--- src/shared/hcr_pkg.sv ---
// Constants and types shared by the processor-side configuration registers
package hcr_pkg;

    ////////////////////////////////////////////////////////////////////////////
    // Register byte offsets
    localparam logic [11:0] HCR_OFS_MODE       = 12'h300;
    localparam logic [11:0] HCR_OFS_ID         = 12'h304;
    localparam logic [11:0] HCR_OFS_SCRATCH    = 12'h308;
    localparam logic [11:0] HCR_OFS_SWRST      = 12'h30C;
    localparam logic [11:0] HCR_OFS_DMA_CFG    = 12'h330;
    localparam logic [11:0] HCR_OFS_DMA_STAT   = 12'h3F0;
    localparam logic [11:0] HCR_OFS_DMA_BURSTS = 12'h3F4;

    ////////////////////////////////////////////////////////////////////////////
    // Field positions and widths
    localparam int          HCR_MODE_BUS32_BIT = 8;
    localparam int          HCR_SWRST_ALL_BIT  = 0;
    localparam int          HCR_SWRST_HC_BIT   = 1;
    localparam int          HCR_DMA_LEN_LSB    = 8;
    localparam int          HCR_DMA_LEN_W      = 24;
    localparam int          HCR_DMA_BURST_LSB  = 2;
    localparam int          HCR_DMA_EN_BIT     = 1;
    localparam int          HCR_DMA_DIR_BIT    = 0;
    localparam int          HCR_STAT_ACT_BIT   = 0;
    localparam int          HCR_STAT_REM_LSB   = 8;

    ////////////////////////////////////////////////////////////////////////////
    // Reset values
    localparam logic        HCR_MODE_BUS32_RST = 1'b1;
    localparam logic [31:0] HCR_SCRATCH_RST    = 32'h00000000;
    localparam logic [31:0] HCR_DMA_CFG_RST    = 32'h00000000;

    ////////////////////////////////////////////////////////////////////////////
    // Timing
    localparam int          HCR_RESET_PULSE_CYCLES = 4;

    ////////////////////////////////////////////////////////////////////////////
    // Burst size encoding
    typedef enum logic [1:0] {
        HCR_BURST_SINGLE = 2'h0,
        HCR_BURST_4      = 2'h1,
        HCR_BURST_8      = 2'h2,
        HCR_BURST_16     = 2'h3
    } hcr_burst_t;

    // DMA engine states
    typedef enum logic [1:0] {
        HCR_DMA_IDLE = 2'b01,
        HCR_DMA_RUN  = 2'b10
    } hcr_dma_state_t;

endpackage

--- src/hw/hcr_cpu_if_regs.sv ---
// Processor-side identification, scratch, software reset and DMA registers on APB
//
// Contract
// - Identity register is read-only; high half version, low half part code.
// - Scratch register reads back the last value written to each strobed byte lane.
// - Controller-only reset bit resets registers below 300h; writing zero does nothing.
// - Full reset bit resets all controller and processor interface registers.
// - DMA config bits 31..8 hold a 24-bit byte count for reads and writes.
// - Burst count derives from byte count, the active bus width and the burst size.
// - Burst size field: 00 single, 01 four, 10 eight, 11 sixteen cycles.
// - Direction 0 writes internal RAM, 1 reads; enable starts, clearing terminates.
// - Bus width bit in mode register: 0 sixteen-bit, 1 thirty-two-bit.
`timescale 1ns/1ps
module hcr_cpu_if_regs
    import hcr_pkg::*;
#(
    // Identification values, arbitrary
    parameter logic [15:0] HW_VERSION   = 16'h00A5,
    parameter logic [15:0] PART_CODE    = 16'h5A3C,
    parameter int          PULSE_CYCLES = HCR_RESET_PULSE_CYCLES
) (
    // APB clock and reset
    input  wire logic        pclk,
    input  wire logic        presetn,
    // APB slave
    input  wire logic        psel,
    input  wire logic        penable,
    input  wire logic        pwrite,
    input  wire logic [11:0] paddr,
    input  wire logic [31:0] pwdata,
    input  wire logic [3:0]  pstrb,
    output logic [31:0]      prdata,
    output logic             pready,
    output logic             pslverr,
    // DMA side
    input  wire logic        dma_beat,
    output logic             dma_active,
    output logic             dma_read_dir,
    output logic [4:0]       dma_burst_beats,
    output logic             dma_done,
    // Mode and reset outputs
    output logic             bus_width_32,
    output logic             controller_only_reset,
    output logic             full_reset
);

    ////////////////////////////////////////////////////////////////////////////
    // State

    typedef struct packed {
        logic        bus32;
        logic [31:0] scratch;
        logic [23:0] dma_len;
        logic [1:0]  burst_size_select;
        logic        dma_en;
        logic        dma_dir;
        logic [31:0] prdata;
        logic        pslverr;
        logic        dma_start;
        logic        hc_req;
        logic        all_req;
    } hcr_regs_t;

    hcr_regs_t r;
    hcr_regs_t next_r;

    logic        setup;
    logic        wr_take;
    logic        addr_hit;
    logic [31:0] wmask;
    logic [31:0] rd_word;
    logic [31:0] cfg_word;
    logic [31:0] cfg_new;
    logic [31:0] mode_new;
    logic [31:0] srst_new;
    logic        eng_active;
    logic        eng_done;
    logic [23:0] eng_remaining;
    logic [23:0] eng_bursts;
    logic [4:0]  eng_beats;
    logic        sw_all_reset;

    ////////////////////////////////////////////////////////////////////////////
    // Byte lane mask

    function automatic logic [31:0] lane_mask(input logic [3:0] strb);
        logic [31:0] m;
        m = 32'h00000000;
        for (int i = 0; i < 4; i++) begin
            if (strb[i]) begin
                m[i*8 +: 8] = 8'hFF;
            end
        end
        return m;
    endfunction

    function automatic logic [31:0] merge(input logic [31:0] old_v,
                                          input logic [31:0] new_v,
                                          input logic [31:0] m);
        return (old_v & ~m) | (new_v & m);
    endfunction

    ////////////////////////////////////////////////////////////////////////////
    // Decode and read mux

    assign setup   = psel && !penable;
    assign wr_take = psel && penable && pwrite;
    assign wmask   = lane_mask(pstrb);

    always_comb begin
        addr_hit = 1'b1;
        case (paddr)
            HCR_OFS_MODE,
            HCR_OFS_ID,
            HCR_OFS_SCRATCH,
            HCR_OFS_SWRST,
            HCR_OFS_DMA_CFG,
            HCR_OFS_DMA_STAT,
            HCR_OFS_DMA_BURSTS: begin
                addr_hit = 1'b1;
            end
            default: begin
                addr_hit = 1'b0;
            end
        endcase
    end

    always_comb begin
        cfg_word = 32'h00000000;
        cfg_word[HCR_DMA_LEN_LSB +: HCR_DMA_LEN_W] = r.dma_len;
        cfg_word[HCR_DMA_BURST_LSB +: 2]           = r.burst_size_select;
        cfg_word[HCR_DMA_EN_BIT]                   = r.dma_en;
        cfg_word[HCR_DMA_DIR_BIT]                  = r.dma_dir;
    end

    always_comb begin
        rd_word = 32'h00000000;
        case (paddr)
            HCR_OFS_MODE: begin
                rd_word[HCR_MODE_BUS32_BIT] = r.bus32;
            end
            HCR_OFS_ID: begin
                rd_word = {HW_VERSION, PART_CODE};
            end
            HCR_OFS_SCRATCH: begin
                rd_word = r.scratch;
            end
            HCR_OFS_SWRST: begin
                rd_word = 32'h00000000;
            end
            HCR_OFS_DMA_CFG: begin
                rd_word = cfg_word;
            end
            HCR_OFS_DMA_STAT: begin
                rd_word[HCR_STAT_REM_LSB +: HCR_DMA_LEN_W] = eng_remaining;
                rd_word[HCR_STAT_ACT_BIT]                  = eng_active;
            end
            HCR_OFS_DMA_BURSTS: begin
                rd_word[23:0] = eng_bursts;
            end
            default: begin
                rd_word = 32'h00000000;
            end
        endcase
    end

    ////////////////////////////////////////////////////////////////////////////
    // Write values after byte lanes, reserved bits dropped

    always_comb begin
        cfg_new  = merge(cfg_word, pwdata, wmask);
        mode_new = 32'h00000000;
        mode_new[HCR_MODE_BUS32_BIT] = r.bus32;
        mode_new = merge(mode_new, pwdata, wmask);
        srst_new = pwdata & wmask;
    end

    ////////////////////////////////////////////////////////////////////////////
    // Next state

    always_comb begin
        next_r           = r;
        next_r.dma_start = 1'b0;
        next_r.hc_req    = 1'b0;
        next_r.all_req   = 1'b0;

        // Read data and error captured in the setup cycle
        if (setup) begin
            next_r.prdata  = pwrite ? 32'h00000000 : rd_word;
            next_r.pslverr = !addr_hit || (pwrite && (paddr == HCR_OFS_ID ||
                             paddr == HCR_OFS_DMA_STAT || paddr == HCR_OFS_DMA_BURSTS));
        end

        // Completed DMA drops the enable bit
        if (eng_done) begin
            next_r.dma_en = 1'b0;
        end

        if (wr_take) begin
            case (paddr)
                HCR_OFS_MODE: begin
                    next_r.bus32 = mode_new[HCR_MODE_BUS32_BIT];
                end
                HCR_OFS_SCRATCH: begin
                    next_r.scratch = merge(r.scratch, pwdata, wmask);
                end
                HCR_OFS_SWRST: begin
                    next_r.hc_req  = srst_new[HCR_SWRST_HC_BIT];
                    next_r.all_req = srst_new[HCR_SWRST_ALL_BIT];
                end
                HCR_OFS_DMA_CFG: begin
                    // Reserved bits 7..4 are not stored
                    next_r.dma_len           = cfg_new[HCR_DMA_LEN_LSB +: HCR_DMA_LEN_W];
                    next_r.burst_size_select = cfg_new[HCR_DMA_BURST_LSB +: 2];
                    next_r.dma_dir           = cfg_new[HCR_DMA_DIR_BIT];
                    next_r.dma_en            = cfg_new[HCR_DMA_EN_BIT];
                    next_r.dma_start         = cfg_new[HCR_DMA_EN_BIT] && !eng_active;
                end
                default: begin
                    next_r.bus32 = r.bus32;
                end
            endcase
        end

        // Full software reset returns mode, scratch and DMA config to reset values; prdata and pslverr hold
        if (r.all_req) begin
            next_r                   = r;
            next_r.bus32             = HCR_MODE_BUS32_RST;
            next_r.scratch           = HCR_SCRATCH_RST;
            next_r.dma_len           = HCR_DMA_CFG_RST[HCR_DMA_LEN_LSB +: HCR_DMA_LEN_W];
            next_r.burst_size_select = HCR_DMA_CFG_RST[HCR_DMA_BURST_LSB +: 2];
            next_r.dma_en            = HCR_DMA_CFG_RST[HCR_DMA_EN_BIT];
            next_r.dma_dir           = HCR_DMA_CFG_RST[HCR_DMA_DIR_BIT];
            next_r.dma_start         = 1'b0;
            next_r.hc_req            = 1'b0;
            next_r.all_req           = 1'b0;
        end
    end

    always_ff @(posedge pclk or negedge presetn) begin
        if (!presetn) begin
            r                   <= '0;
            r.bus32             <= HCR_MODE_BUS32_RST;
            r.scratch           <= HCR_SCRATCH_RST;
            r.dma_len           <= HCR_DMA_CFG_RST[HCR_DMA_LEN_LSB +: HCR_DMA_LEN_W];
            r.burst_size_select <= HCR_DMA_CFG_RST[HCR_DMA_BURST_LSB +: 2];
            r.dma_en            <= HCR_DMA_CFG_RST[HCR_DMA_EN_BIT];
            r.dma_dir           <= HCR_DMA_CFG_RST[HCR_DMA_DIR_BIT];
        end else begin
            r <= next_r;
        end
    end

    ////////////////////////////////////////////////////////////////////////////
    // DMA engine

    hcr_dma_engine u_dma (
        .pclk        (pclk),
        .presetn     (presetn),
        .sync_clear  (r.all_req),
        .start       (r.dma_start),
        .enable      (r.dma_en),
        .length      (r.dma_len),
        .bus32       (r.bus32),
        .burst_sel   (r.burst_size_select),
        .beat        (dma_beat),
        .active      (eng_active),
        .done        (eng_done),
        .remaining   (eng_remaining),
        .burst_count (eng_bursts),
        .burst_beats (eng_beats)
    );

    ////////////////////////////////////////////////////////////////////////////
    // Software reset pulses

    hcr_soft_reset #(
        .PULSE_CYCLES (PULSE_CYCLES)
    ) u_srst (
        .pclk      (pclk),
        .presetn   (presetn),
        .hc_req    (r.hc_req),
        .all_req   (r.all_req),
        .hc_reset  (controller_only_reset),
        .all_reset (sw_all_reset)
    );

    ////////////////////////////////////////////////////////////////////////////
    // Outputs

    assign prdata          = r.prdata;
    assign pready          = 1'b1;
    assign pslverr         = psel && penable && r.pslverr;
    assign dma_active      = eng_active;
    assign dma_read_dir    = r.dma_dir;
    assign dma_burst_beats = eng_beats;
    assign dma_done        = eng_done;
    assign bus_width_32    = r.bus32;
    assign full_reset      = sw_all_reset;

endmodule

--- src/hw/hcr_dma_engine.sv ---
// DMA byte counter and burst planner
`timescale 1ns/1ps
module hcr_dma_engine
    import hcr_pkg::*;
(
    // Clock and reset
    input  wire logic        pclk,
    input  wire logic        presetn,
    input  wire logic        sync_clear,
    // Configuration
    input  wire logic        start,
    input  wire logic        enable,
    input  wire logic [23:0] length,
    input  wire logic        bus32,
    input  wire logic [1:0]  burst_sel,
    // Transfer progress
    input  wire logic        beat,
    output logic             active,
    output logic             done,
    output logic [23:0]      remaining,
    output logic [23:0]      burst_count,
    output logic [4:0]       burst_beats
);

    typedef struct packed {
        hcr_dma_state_t st;
        logic [23:0]    remaining;
        logic [23:0]    bursts;
        logic [4:0]     beats;
        logic           done;
    } hcr_dma_t;

    hcr_dma_t    r;
    hcr_dma_t    next_r;
    logic [23:0] step;
    logic [25:0] beats_total;
    logic [25:0] bursts_total;
    logic [2:0]  bshift;

    ////////////////////////////////////////////////////////////////////////////
    always_comb begin
        step         = bus32 ? 24'h000004 : 24'h000002;
        bshift       = (burst_sel == HCR_BURST_SINGLE) ? 3'h0 :
                       (burst_sel == HCR_BURST_4)      ? 3'h2 :
                       (burst_sel == HCR_BURST_8)      ? 3'h3 : 3'h4;
        beats_total  = bus32 ? (({2'h0, length} + 26'h0000003) >> 2)
                             : (({2'h0, length} + 26'h0000001) >> 1);
        bursts_total = (beats_total + ((26'h0000001 << bshift) - 26'h0000001)) >> bshift;
        next_r       = r;
        next_r.done  = 1'b0;
        case (r.st)
            HCR_DMA_IDLE: begin
                if (start) begin
                    next_r.remaining = length;
                    next_r.bursts    = bursts_total[23:0];
                    next_r.beats     = 5'(5'h01 << bshift);
                    if (length == 24'h000000) begin
                        next_r.done = 1'b1;
                    end else begin
                        next_r.st = HCR_DMA_RUN;
                    end
                end
            end
            HCR_DMA_RUN: begin
                if (!enable) begin
                    next_r.st = HCR_DMA_IDLE;
                end else if (beat) begin
                    if (r.remaining <= step) begin
                        next_r.remaining = 24'h000000;
                        next_r.done      = 1'b1;
                        next_r.st        = HCR_DMA_IDLE;
                    end else begin
                        next_r.remaining = r.remaining - step;
                    end
                end
            end
            default: begin
                next_r.st = HCR_DMA_IDLE;
            end
        endcase
        if (sync_clear) begin
            next_r = '{st: HCR_DMA_IDLE, default: '0};
        end
    end

    always_ff @(posedge pclk or negedge presetn) begin
        if (!presetn) begin
            r <= '{st: HCR_DMA_IDLE, default: '0};
        end else begin
            r <= next_r;
        end
    end

    assign active      = (r.st == HCR_DMA_RUN);
    assign done        = r.done;
    assign remaining   = r.remaining;
    assign burst_count = r.bursts;
    assign burst_beats = r.beats;

endmodule

--- src/hw/hcr_soft_reset.sv ---
// Software reset pulse stretcher for controller-only and full reset
`timescale 1ns/1ps
module hcr_soft_reset
    import hcr_pkg::*;
#(
    parameter int PULSE_CYCLES = HCR_RESET_PULSE_CYCLES
) (
    // Clock and reset
    input  wire logic pclk,
    input  wire logic presetn,
    // Requests
    input  wire logic hc_req,
    input  wire logic all_req,
    // Reset outputs
    output logic      hc_reset,
    output logic      all_reset
);

    typedef struct packed {
        logic [7:0] hc_cnt;
        logic [7:0] all_cnt;
        logic       hc_reset;
        logic       all_reset;
    } hcr_srst_t;

    localparam logic [7:0] LOAD = 8'(PULSE_CYCLES);

    hcr_srst_t r;
    hcr_srst_t next_r;

    ////////////////////////////////////////////////////////////////////////////
    always_comb begin
        next_r = r;
        if (r.hc_cnt != 8'h00) begin
            next_r.hc_cnt = r.hc_cnt - 8'h01;
        end
        if (r.all_cnt != 8'h00) begin
            next_r.all_cnt = r.all_cnt - 8'h01;
        end
        if (hc_req || all_req) begin
            next_r.hc_cnt = LOAD;
        end
        if (all_req) begin
            next_r.all_cnt = LOAD;
        end
        next_r.hc_reset  = (next_r.hc_cnt != 8'h00);
        next_r.all_reset = (next_r.all_cnt != 8'h00);
    end

    always_ff @(posedge pclk or negedge presetn) begin
        if (!presetn) begin
            r <= '0;
        end else begin
            r <= next_r;
        end
    end

    assign hc_reset  = r.hc_reset;
    assign all_reset = r.all_reset;

endmodule

--- config.mk ---
export PLATFORM = sky130hd
export DESIGN_NAME = hcr_cpu_if_regs
export DESIGN_NICKNAME = d
export VERILOG_FILES = /design/src/shared/hcr_pkg.sv /design/src/hw/hcr_cpu_if_regs.sv /design/src/hw/hcr_dma_engine.sv /design/src/hw/hcr_soft_reset.sv
export SDC_FILE = /design/constraint.sdc
export NUM_CORES = 1
export LEC_CHECK = 0
export BUFFER_PORTS_ARGS = -buffer_cell sky130_fd_sc_hd__buf_4
export CAP_MARGIN = 20
export CORE_MARGIN = 2
export CORE_UTILIZATION = 40
export DETAILED_ROUTE_END_ITERATION = 10
export PLACE_DENSITY = 0.71
export SYNTH_ARGS = -nofsm -noshare
export SYNTH_HDL_FRONTEND = slang
export SYNTH_SLANG_ARGS = --single-unit
--- constraint.sdc ---
create_clock -name pclk -period 4.6 [get_ports pclk]
set_input_delay 0.23 -clock pclk [delete_from_list [all_inputs] [get_ports pclk]]
set_output_delay 0.23 -clock pclk [all_outputs]
set_load 0.02 [all_outputs]
==> Implementation_results.wiki <==
{| class="wikitable"
! Metric !! Value
|-
| Antenna fix cells || 0
|-
| Final worst clock skew || between 0.008 and 0.009 ns
|-
| Vias per inst || 5.93
|-
| Proportion of synthesized chip area in sequential cells || 0.357
|-
| Die width || approximately 180 µm
|-
| TritonCTS clock tree || done
|-
| Count of different cell masters after synthesis || 85
|-
| Share of the clock period used by the worst path || 0.942
|-
| Highest clock rate || between 200 and 250 MHz
|-
| Met2 usage || 0.364
|-
| GRT Total Usage || 0.227
|-
| Post-layout min period || 4.33 ns
|-
| Die outline height || 177 µm
|-
| Port Buf Inserts || 97
|-
| CP Launch Type || flip-flop
|-
| Vias in the first global route || between 10000 and 15000
|-
| Core Rows || 63
|-
| Wire length of the first global-routing pass || around 56000 µm
|-
| Status || finished, final reports clean
|-
| Cell types with the largest area share after synthesis || dfrtp_1 (35%), nand2_1 (5.9%), ha_1 (5.1%)
|-
| Sinks on Clock Net || ~170
|-
| Starting utilization of the core area || 0.405
|-
| Total power divided by cell area || between 200 and 300 nW/µm²
|-
| Average routed wire per standard cell || between 15 and 20 µm
|-
| HPWL after DPL || between 20000 and 30000 µm
|-
| Peak fanout along the critical path || 7
|-
| Largest area contributor in the netlist || dfrtp_1
|-
| Yosys warnings || 0
|-
| Final routed DRC violation total || 0
|-
| Synthesized area per cell || around 8.5 µm²
|-
| Busiest layer in global routing || met2
|-
| Reg2reg setup slack || ~0.27 ns
|-
| Total detailed-routing wirelength || between 30000 and 40000 µm
|-
| Hold WC Path Type || input port to flip-flop
|-
| Grt ovf || 0
|-
| Met1 Use GR || 0.313
|-
| Number of levels the H-tree was split into || 4
|-
| Number of clock buffers inserted by TritonCTS || 17
|-
| Layout net count || 1555
|-
| Maximum buffer depth of the clock tree || 2
|-
| Core Region || about 30000 µm²
|-
| Register bit count reported by yosys || approximately 170
|-
| Worst-Skew Late Latency || between 0.4 and 0.5 ns
|-
| Slew at the pin closest to its max-slew limit || about 1.1 ns
|-
| Final instance area || between 10000 and 15000 µm²
|-
| Kind of critical path || flip-flop to flip-flop
|-
| Cell chain of the critical path || nand2_1, or3_4, nor4_2, buf_4, nand3_1, xnor2_1, nand2_1, o21ai_0, inv_1, ha_2, and4_1, nand3_1, a211o_1, a311oi_2, o31a_2, nor3_2, a211oi_2, a311oi_1, a221o_1
|-
| Met3 layer usage reported by global route || 0.0288
|-
| Placed inst area || ~13000 µm²
|-
| Worst EP arrival || 4.65 ns
|-
| Pleak || approximately 0.0062 µW
|-
| Die Area || ~31000 µm²
|-
| Slew Limit Fails || 0
|-
| Number of iterations in the first detailed-routing pass || 8
|-
| Total of endpoints with negative setup slack in the final report || 0
|-
| Post-synthesis instance area || ~12000 µm²
|-
| Slowest CP cell || dfrtp_2
|-
| Fraction of final layout cells with drive strength greater than 1 || 0.184
|-
| Most used flip-flop cell after synthesis || dfrtp_1
|-
| Number of placed I/O pins || 99
|-
| Post-detailed-route count of antenna-violating nets || 0
|-
| Sort of element at the end of the critical path || flip-flop
|-
| Post-synth EDFFs || 0
|-
| Remaining max-slew budget at the tightest pin || 0.289
|-
| Proportion of register bits with asynchronous set or reset after synthesis || 1.00
|-
| Total number of vias || between 10000 and 15000
|-
| Layout overhead on the synthesized area || 14.5%
|-
| Maximum number of pins on one net before global-route repair || 94
|-
| Synthesized Nets || between 1500 and 2000
|-
| Number of endpoints with negative hold slack in the final report || 0
|-
| Buffer cell driving the clock tree root || clkbuf_16
|-
| Placer Congestion || 0.908
|-
| 1st-iter DRT viols || between 1000 and 1500
|-
| Post-Route Setup TNS || 0 ns
|-
| Post-synth top area share || 0.353
|-
| VDD IR max || between 0.2 and 0.3 mV
|-
| Required time at the endpoint of the critical path || a little under 5 ns
|-
| Number of instances in the synthesized netlist || approximately 1400
|-
| Maximum single-stage delay on the critical path || approximately 0.45 ns
|-
| Max cap viols || 0
|-
| Number of antenna violations at the first check in global routing || 0
|-
| Clock-pin slew reported for the worst setup and hold paths after clock tree synthesis || 0.07 ns
|}
==> flip-flops by register name (all words and copies together) (netlist names) <==
name	count
u_dma.burst_count	24
dma_read_dir	1
u_srst.r	16
prdata	32
u_dma.remaining	24
u_dma.burst_beats	5
u_dma.done	1
u_srst.hc_reset	1
u_srst.all_reset	1
cfg_word	27
bus_width_32	1
r	36
u_dma.r	2
==> synthesized netlist by cell type, types with 42 or more instances <==
library cell  count
nand2_1         188
dfrtp_1         169
nor2_1          119
a21oi_1          91
o21ai_0          89
mux2i_1          60
clkbuf_1         57
inv_1            57
ha_1             49
buf_4            48
nand3_1          45
xor2_1           42
==> layout make-up <==
class / instances / area [µm²]
clock inverter: 12 / 186
multi-input combinational: 1035 / 6830
timing repair buffer: 166 / 1250
inverter: 59 / 221
fill: 2808 / 15800
sequential: 171 / 4290
tap: 390 / 488
clock buffer: 20 / 447
==> routing by layer <==
layer	wire length, µm	vias to the layer above
met5	0	-
met4	1020	0
met3	2390	62
met2	16600	486
met1	15700	5387
li1	-	5046
==> placed cells by master, fill, tap and decap left out, types with 42 or more instances in the layout <==
| cell type | synthesis | final |
|---|---|---|
| xor2_1 | 42 | 42 |
| mux2i_1 | 60 | 60 |
| buf_4 | 48 | 163 |
| o21ai_0 | 89 | 88 |
| ha_1 | 49 | 44 |
| nand3_1 | 45 | 44 |
| a21oi_1 | 91 | 87 |
| dfrtp_1 | 169 | 161 |
| inv_1 | 57 | 57 |
| nor2_1 | 119 | 115 |
| nand2_1 | 188 | 188 |
==> what timing repair did <==
action	CTS	global route
gates resized for setup	0	24
hold buffers	1	0
setup endpoints to repair	0	15
buffers inserted	0	5
endpoints found under the hold margin	90	0
==> through the flow <==
stage,setup slack [ns],std cells,hold slack [ns],total power [µW],util
floorplan,0.0459,1403,-0.0656,1920,-
global placement,0.132,1814,0.373,2060,0.438
detailed placement,0.0850,1815,0.377,2080,0.438
CTS,0.0391,1848,0.0302,3630,0.460
global route,-0.0138,1853,0.0383,3760,0.464
finish,0.269,1853,0.0444,3610,0.464
==> worst max-delay path: cells and delay by family, from the launching register on <==
family	cells	cell delay [ns]
XOR/XNOR	1	0.15
AO/OA/AOI/OAI	7	1.61
AND/OR/NAND/NOR	8	1.30
buffers and inverters	2	0.29
adder cells (fa/ha/maj)	1	0.41
flip-flops	1	0.45
==> worst paths after layout <==
check                                          from                                end  cells after the start
setup reg to reg           cfg_word[13]$_DFFE_PN0P_  u_dma.burst_count[21]$_DFFE_PN0P_                     19
max in group asynchronous                   presetn           cfg_word[16]$_DFFE_PN0P_                      3
min in group asynchronous                   presetn             u_srst.r[15]$_DFF_PN0_                      2
setup / recovery           cfg_word[13]$_DFFE_PN0P_  u_dma.burst_count[21]$_DFFE_PN0P_                     19
hold reg to reg                      r[1]$_DFF_PN0_             u_srst.r[10]$_DFF_PN0_                      1
hold / removal                            pwdata[4]                  r[68]$_DFFE_PN0P_                      3
==> where the power goes <==
part	leakage, µW	internal (µW)	total [µW]	switching, µW
logic	0.00353	170	398	228
registers	0.00233	1580	1650	71.2
clock network	0.000298	932	1560	630
total	0.00615	2680	3610	929
==> logic make-up (layout without fill, tap and decap cells) <==
| family | Yosys count | after routing | synth area share |
|---|---|---|---|
| buf+inv | 197 | 257 | 0.0798 |
| other cells | 1 | 1 | 0.000313 |
| mux | 69 | 69 | 0.0626 |
| flops | 171 | 171 | 0.357 |
| fa+ha+maj | 51 | 51 | 0.0545 |
| compound gates | 347 | 347 | 0.197 |
| xor+xnor | 84 | 84 | 0.0627 |
| simple gates | 483 | 483 | 0.186 |
Power figures use the tool's default switching activity.
